### config.mk
export PLATFORM = sky130hd
export DESIGN_NAME = sba_adc_ctrl
export DESIGN_NICKNAME = d
export VERILOG_FILES = /design/src/sba_pkg.sv /design/src/sba_adc_ctrl.sv
export SDC_FILE = /design/constraint.sdc
export NUM_CORES = 1
export LEC_CHECK = 0
export BUFFER_PORTS_ARGS = -buffer_cell sky130_fd_sc_hd__buf_2
export CAP_MARGIN = 10
export CELL_PAD_IN_SITES_DETAIL_PLACEMENT = 0
export CELL_PAD_IN_SITES_GLOBAL_PLACEMENT = 1
export CORE_ASPECT_RATIO = 1.1
export CORE_MARGIN = 3
export CORE_UTILIZATION = 45
export CTS_CLUSTER_SIZE = 8
export DETAILED_ROUTE_END_ITERATION = 8
export HOLD_SLACK_MARGIN = 0.03
export PLACE_DENSITY_LB_ADDON = 0.15
export SETUP_SLACK_MARGIN = 0.15
export SYNTH_ARGS = -nofsm -noshare
export SYNTH_HDL_FRONTEND = slang
export SYNTH_SLANG_ARGS = --single-unit
export TNS_END_PERCENT = 50
### constraint.sdc
create_clock -name sys_clk -period 5.5 [get_ports sys_clk]
set_input_delay 0.275 -clock sys_clk [delete_from_list [all_inputs] [get_ports sys_clk]]
set_output_delay 0.275 -clock sys_clk [all_outputs]
set_load 0.02 [all_outputs]
### src/sba_pkg.sv
package sba_pkg;
	// register index map, byte address = index (plain port, 8-bit data)
	localparam logic [3:0] SBA_REG_CTRL   = 4'h0;
	localparam logic [3:0] SBA_REG_RPT    = 4'h1;
	localparam logic [3:0] SBA_REG_JUST   = 4'h2;
	localparam logic [3:0] SBA_REG_STAT   = 4'h3;
	localparam logic [3:0] SBA_REG_RES_HI = 4'h4;
	localparam logic [3:0] SBA_REG_RES_LO = 4'h5;
	localparam logic [3:0] SBA_REG_PRD_HI = 4'h6;
	localparam logic [3:0] SBA_REG_PRD_LO = 4'h7;
	// control bit positions
	localparam int SBA_CTRL_START = 0;
	localparam int SBA_CTRL_BURST = 1;
	localparam int SBA_CTRL_RES12 = 2;
	// justification codes
	localparam logic [2:0] SBA_JUST_RIGHT = 3'h0;
	localparam logic [2:0] SBA_JUST_LEFT  = 3'h4;
	// repeat count reset value and converter timing
	localparam logic [5:0] SBA_RPT_RESET   = 6'h01;
	localparam int         SBA_CLK_HZ      = 50_000_000;
	localparam int         SBA_RATE10_SPS  = 300_000;
	localparam int         SBA_RATE12_SPS  = 75_000;
	localparam int         SBA_PERIOD10    = SBA_CLK_HZ / SBA_RATE10_SPS;
	localparam int         SBA_PERIOD12    = SBA_CLK_HZ / SBA_RATE12_SPS;
	localparam int         SBA_PWRUP_CYC   = 4;
	localparam logic [7:0] SBA_ZERO8       = 8'h00;

	typedef struct packed {
		logic [3:0] addr;
		logic [7:0] wdata;
		logic       wr;
		logic       rd;
	} sba_bus_t;

	typedef struct packed {
		logic [7:0] hi;
		logic [7:0] lo;
	} sba_result_t;

	typedef enum logic [4:0] {
		SBA_IDLE  = 5'b00001,
		SBA_PWRUP = 5'b00010,
		SBA_CONV  = 5'b00100,
		SBA_ACCUM = 5'b01000,
		SBA_DONE  = 5'b10000
	} sba_state_t;
endpackage

### src/sba_adc_ctrl.sv
// Behaviour
// RULE1: 10-bit at up to 300 ksps, 12-bit at up to 75 ksps.
// RULE2: burst powers converter up, samples, accumulates, shuts down alone.
// RULE3: 16-bit accumulator sums oversampled conversion codes.
// RULE4: each completed result updates result high and low bytes.
// RULE5: justify select picks right or left justification across bytes.
// RULE6: repeat count one gives plain 10-bit unsigned result.
// RULE7: code spans zero to full scale in single-code steps.
// RULE8: bits unused by justification read as zero.
// RULE9: result bytes change only after repeat count samples summed.
`timescale 1ns/1ps
`default_nettype none
module sba_adc_ctrl
	import sba_pkg::*;
#(
	parameter int ACC_W = 16,
	parameter int RPT_W = 6
)
(
	input  wire logic       sys_clk,
	input  wire logic       resetn,
	input  wire sba_bus_t   bus,
	output logic      [7:0] rdata,
	output logic            sar_power_on,
	output logic            sar_start,
	output logic            sar_res12,
	input  wire logic       sar_done,
	input  wire logic [11:0] sar_code
);
	initial
	begin
		if (ACC_W != 16 || RPT_W < 1 || RPT_W > 6)
			$error("sba_adc_ctrl: unsupported parameters");
	end

	logic [2:0]        ctrl_r, ctrl_nxt;
	logic [RPT_W-1:0]  rpt_r, rpt_nxt;
	logic [2:0]        just_r, just_nxt;
	logic [15:0]       prd_r, prd_nxt;
	sba_state_t        st_r, st_nxt;
	logic [ACC_W-1:0]  acc_r, acc_nxt;
	logic [RPT_W-1:0]  cnt_r, cnt_nxt;
	logic [15:0]       tmr_r, tmr_nxt;
	sba_result_t       res_r, res_nxt;
	logic [7:0]        rdata_nxt;
	logic              busy;

	// place an accumulated value into the two result bytes
	function automatic sba_result_t fmt(input logic [15:0] v,
		input logic [2:0] js, input logic r12);
		sba_result_t o;
		logic [15:0] w;
		w = v;
		if (js == SBA_JUST_LEFT)
			w = r12 ? {v[11:0], 4'h0} : {v[9:0], 6'h00}; // RULE5 RULE8
		o.hi = w[15:8];
		o.lo = w[7:0];
		return o;
	endfunction

	// shortest legal spacing between conversions for the chosen resolution
	function automatic logic [15:0] min_period(input logic r12);
		return r12 ? 16'(SBA_PERIOD12) : 16'(SBA_PERIOD10);
	endfunction

	assign busy = (st_r != SBA_IDLE);

	// register file; start bit self-clears once the sequencer leaves idle
	always_comb
	begin
		ctrl_nxt = ctrl_r;
		rpt_nxt  = rpt_r;
		just_nxt = just_r;
		prd_nxt  = prd_r;
		if (busy)
			ctrl_nxt[SBA_CTRL_START] = 1'b0;
		if (bus.wr)
		begin
			case (bus.addr)
				SBA_REG_CTRL:   ctrl_nxt = bus.wdata[2:0];
				SBA_REG_RPT:    rpt_nxt  = (bus.wdata[RPT_W-1:0] == '0) ?
					RPT_W'(1) : bus.wdata[RPT_W-1:0];
				SBA_REG_JUST:   just_nxt = bus.wdata[2:0];
				SBA_REG_PRD_HI: prd_nxt[15:8] = bus.wdata;
				SBA_REG_PRD_LO: prd_nxt[7:0]  = bus.wdata;
				default:        ;
			endcase
		end
	end

	always_comb
	begin
		rdata_nxt = SBA_ZERO8;
		if (bus.rd)
		begin
			case (bus.addr)
				SBA_REG_CTRL:   rdata_nxt = {5'h00, ctrl_r};
				SBA_REG_RPT:    rdata_nxt = 8'(rpt_r);
				SBA_REG_JUST:   rdata_nxt = {5'h00, just_r};
				SBA_REG_STAT:   rdata_nxt = {3'h0, st_r};
				SBA_REG_RES_HI: rdata_nxt = res_r.hi; // RULE4
				SBA_REG_RES_LO: rdata_nxt = res_r.lo; // RULE4
				SBA_REG_PRD_HI: rdata_nxt = prd_r[15:8];
				SBA_REG_PRD_LO: rdata_nxt = prd_r[7:0];
				default:        rdata_nxt = SBA_ZERO8;
			endcase
		end
	end

	// burst sequencer
	always_comb
	begin
		logic [15:0] minp;
		logic [11:0] code;
		minp    = min_period(ctrl_r[SBA_CTRL_RES12]); // RULE1
		code    = ctrl_r[SBA_CTRL_RES12] ? sar_code :
			{2'b00, sar_code[9:0]}; // RULE6 RULE7
		st_nxt  = st_r;
		acc_nxt = acc_r;
		cnt_nxt = cnt_r;
		res_nxt = res_r;
		tmr_nxt = (tmr_r != 16'h0000) ? tmr_r - 16'h0001 : tmr_r;
		case (st_r)
			SBA_IDLE:
				if (ctrl_r[SBA_CTRL_START])
				begin
					st_nxt  = SBA_PWRUP; // RULE2
					tmr_nxt = 16'(SBA_PWRUP_CYC);
					acc_nxt = '0;
					cnt_nxt = '0;
				end
			SBA_PWRUP:
				if (tmr_r == 16'h0000)
				begin
					st_nxt  = SBA_CONV;
					tmr_nxt = (prd_r > minp) ? prd_r : minp; // RULE1
				end
			SBA_CONV:
				if (sar_done)
				begin
					acc_nxt = acc_r + ACC_W'(code); // RULE3
					cnt_nxt = cnt_r + RPT_W'(1);
					st_nxt  = SBA_ACCUM;
				end
			SBA_ACCUM:
				if (cnt_r == rpt_r)
				begin
					res_nxt = fmt(acc_r, just_r,
						ctrl_r[SBA_CTRL_RES12]); // RULE9 RULE4
					st_nxt  = SBA_DONE;
				end
				else if (tmr_r == 16'h0000)
				begin
					st_nxt  = SBA_CONV;
					tmr_nxt = (prd_r > minp) ? prd_r : minp;
				end
			SBA_DONE:
			begin
				acc_nxt = '0;
				cnt_nxt = '0;
				st_nxt  = SBA_IDLE; // RULE2
			end
			default: st_nxt = SBA_IDLE;
		endcase
	end

	assign sar_power_on = busy && (st_r != SBA_DONE); // RULE2
	assign sar_start    = (st_r == SBA_CONV);
	assign sar_res12    = ctrl_r[SBA_CTRL_RES12];

	always_ff @(posedge sys_clk or negedge resetn)
	begin
		if (!resetn)
		begin
			ctrl_r <= '0;
			rpt_r  <= RPT_W'(SBA_RPT_RESET);
			just_r <= SBA_JUST_RIGHT;
			prd_r  <= '0;
			st_r   <= SBA_IDLE;
			acc_r  <= '0;
			cnt_r  <= '0;
			tmr_r  <= '0;
			res_r  <= '0;
			rdata  <= '0;
		end
		else
		begin
			ctrl_r <= ctrl_nxt;
			rpt_r  <= rpt_nxt;
			just_r <= just_nxt;
			prd_r  <= prd_nxt;
			st_r   <= st_nxt;
			acc_r  <= acc_nxt;
			cnt_r  <= cnt_nxt;
			tmr_r  <= tmr_nxt;
			res_r  <= res_nxt;
			rdata  <= rdata_nxt;
		end
	end

	// cycles since the sequencer last entered conversion, for checks only
	logic [15:0] gap_r, gap_nxt;

	always_comb
	begin
		gap_nxt = gap_r;
		if (gap_r != 16'hFFFF)
			gap_nxt = gap_r + 16'h0001;
		if (st_nxt == SBA_CONV && st_r != SBA_CONV)
			gap_nxt = 16'h0000;
	end

	always_ff @(posedge sys_clk or negedge resetn)
	begin
		if (!resetn)
			gap_r <= '0;
		else
			gap_r <= gap_nxt;
	end
endmodule
`default_nettype wire

==> results.yml <==
finish:
  multi_input_area_sq_um: 3230
  final_cell_mix: "93 x dfrtp_1, 55 x nand2_1, 45 x nor2_1, 38 x buf_2, 32 x o21ai_0"
  utilization_pct: 51.9
  num-fill-cells: 1142
  final_common_cell: "dfrtp_1"
  area_growth_pct: 10.3
  layout.cells.non_filler: 765
  regArea_sq_um: 2380
  fin_nets: 656
  n_antenna_cell: 0
  drive_above_1_share_pct: 19.3
critical_path:
  worst_path_most_repeated_cell: "nor2_1"
  crit_chain: "inv_1, ha_1, a2111oi_0, nor2_1, a2111oi_4, nor2_1, a32o_1"
  r2r-start: "ctrl_r[2]$_DFFE_PN0P_"
  crit_required_ns: 5.73
  path_buf_inv: 1
  max_stage_delay_ns: 0.92
  r2r_setup_slack_ns: 2.27
  crit_type: "reg -> reg"
  cp-end-kind: "register"
  slowest_stage: "dfrtp_1"
  cp-startpoint: "ctrl_r[2]$_DFFE_PN0P_"
  worstPathMaxFanout: 21
  cp-start-kind: "register"
  cpLargestDelayFamily: "compound AO/OA/AOI/OAI gates"
  worstPathArrival_ns: 3.46
floorplan:
  dieArea_sq_um: 14300
  rows: 42
  ioPinCount: 40
  die_w_um: 114
  die_h_um: 125
  coreArea_sq_um: 12300
  floorplan.initialDensity_pct: 47.0
cts:
  cts-resized-gates: 0
  cts_max_level: 3
  clk_path_buf_depth: 2
  root_buffer: "clkbuf_16"
  clock_latency_ns: 0.34
  cts.sinks: 95
  clk_pin_slew_ns: 0.07
  cts_tree: "yes"
  cts_buffers: 9
power:
  powerDensity_nw_per_um2: 387
  leakagePower_uw: 0.00280
  peakVddDrop_mv: 0.240
grt:
  antenna_found_initial: 0
  grt_max_degree: 72
  grt_pass1_wl_um: 24500
  grt_remaining_overflow: 0
  grt_pass1_vias: 4510
  grt_usage_pct: 21.9
sta:
  worst_pin_slew_ns: 1.05
  relSlewSlack_pct: 29.4
  fmax_ghz: 0.310
  final-hold-violation-count: 0
  period_needed_ns: 3.23
  setup_violations: 0
  period_share_pct: 58.7
  skew_ns: 0.00842
  holdWs_ns: 0.188
  fin_tns_setup_ns: 0
  maxSlewViolCount: 0
  rsz0062_at_grt: "no"
worst_hold_path:
  hp-start: "bus[9]"
  hold_class: "in -> reg"
placed_design:
  io_buffers: 39
  numPlacedInstances: 748
  dp_hpwl_um: 11600
  globalplace.congestion: 0.834
flow_run:
  drv_cap: 0
run_status:
  status: "complete, no violations"
route:
  via_count: 4554
  dr.pass1.iters: 6
  first_iter_violations: 293
  wl_per_cell_um: 19.9
  ant_nets: 0
  routed_wl_um: 15300
  vias_per_cell: 5.95
  drc: 0
logic_synthesis:
  synth_seq_cells: 95
  syn_nets: 630
  ys_seq_area_share_pct: 41.1
  synthDistinctLibCells: 74
  synthFlopType: "dfrtp_1"
  syn_avg_cell_area_sq_um: 9.97
  syn_inst: 580
  synth_edf_count: 0
  netlist_area_sq_um: 5780
  async_reset_ff_share_pct: 100
  yosys_warnings: 0
[where the power goes]
group / internal [uW] / total (uW) / switching (uW)
clock: 372 / 657 / 285
combinational: 344 / 797 / 453
sequential: 817 / 1010 / 196
[per-stage QoR]
stage | worst slack, ns | cell area (sq um) | total power (uW)
floorplan | 2.44 | 5780 | 1590
global placement | 2.48 | 6060 | 1800
detailed placement | 2.36 | 6060 | 1820
CTS | 2.30 | 6380 | 2480
global route | 1.97 | 6380 | 2610
finish | 2.27 | 6380 | 2470
[layer usage]
metal,global-route usage [%],vias to the layer above,routed length (um)
met5,0,-,0
met4,8.39,0,458
met3,3.45,29,625
met2,36.1,101,7420
met1,28.8,2213,6750
li1,-,2211,-
[worst reg2reg max path: cells and delay by family, from the launching register on]
kind | cells | cell delay, ns
simple gates | 2 | 0.38
buf+inv | 1 | 0.26
flops | 1 | 0.92
compound gates | 3 | 1.29
fa+ha+maj | 1 | 0.27
[final cells by class]
cell class,count,area share [%]
inverters,11,0.647
well taps,154,3.02
repair buffers,42,3.49
clock buffers,10,3.75
clock inverters,6,1.18
flip-flops and latches,95,37.3
multi-input cells,447,50.6
[state kept, by name, indices dropped and copies added, names as in the netlist]
signal,count
just_r,3
prd_r,16
ctrl_r,3
rpt_r,6
rdata,8
res_r,16
st_r,5
acc_r,16
cnt_r,6
tmr_r,16
[cells by family after synthesis]
| group | count (synthesis) | synth area share, % |
|---|---|---|
| adders and majority gates | 21 | 4.67 |
| muxes | 51 | 10.4 |
| xor gates and xnor gates | 29 | 4.39 |
| AOI/OAI and AO/OA | 144 | 17.5 |
| and+or+nand+nor | 202 | 18.9 |
| DFF | 95 | 41.1 |
| buffers and inverters | 38 | 3.01 |
[what timing repair did]
action	4_1_cts	5_1_grt
setup endpoints to repair	0	0
hold endpoints to repair	23	0
hold buffers	1	0
buffers inserted	0	0
[cells in the mapped netlist (4+ instances only)]
cell type | count | area share (%)
mux4_2 | 4 | 1.6
a21o_1 | 8 | 1.0
nor4_1 | 6 | 0.65
a32o_1 | 7 | 1.2
nor2b_1 | 5 | 0.54
a21oi_1 | 28 | 2.4
nand4_1 | 9 | 0.97
nand2_1 | 55 | 3.6
xnor2_1 | 21 | 3.2
o21ai_0 | 32 | 2.8
inv_1 | 10 | 0.65
or3_1 | 6 | 0.65
nand3_1 | 19 | 1.6
a211oi_1 | 9 | 1.2
xor2_1 | 8 | 1.2
ha_1 | 20 | 4.3
clkbuf_1 | 17 | 1.1
and3_1 | 6 | 0.65
o2111ai_1 | 4 | 0.61
o22ai_1 | 4 | 0.43
a22o_1 | 7 | 1.1
and4_1 | 4 | 0.61
a22oi_1 | 4 | 0.52
o211ai_1 | 4 | 0.52
buf_2 | 4 | 0.35
mux2i_1 | 16 | 2.8
nor3_1 | 12 | 1.0
dfrtp_1 | 93 | 40
and2_1 | 6 | 0.65
mux2_2 | 31 | 6.0
o31ai_1 | 6 | 0.78
nor2_1 | 45 | 2.9
o21ai_1 | 5 | 0.43
[worst paths after layout]
| kind | to | depth (start not counted) |
|---|---|---|
| min in group asynchronous | tmr_r[12]$_DFF_PN0_ | 2 |
| setup reg to reg | tmr_r[12]$_DFF_PN0_ | 7 |
| hold / removal | prd_r[15]$_DFFE_PN0P_ | 2 |
| max in group asynchronous | res_r[5]$_DFFE_PN0P_ | 3 |
| setup / recovery | tmr_r[12]$_DFF_PN0_ | 7 |
| hold reg to reg | res_r[3]$_DFFE_PN0P_ | 2 |
No activity file was read; power rests on OpenSTA's default activity.
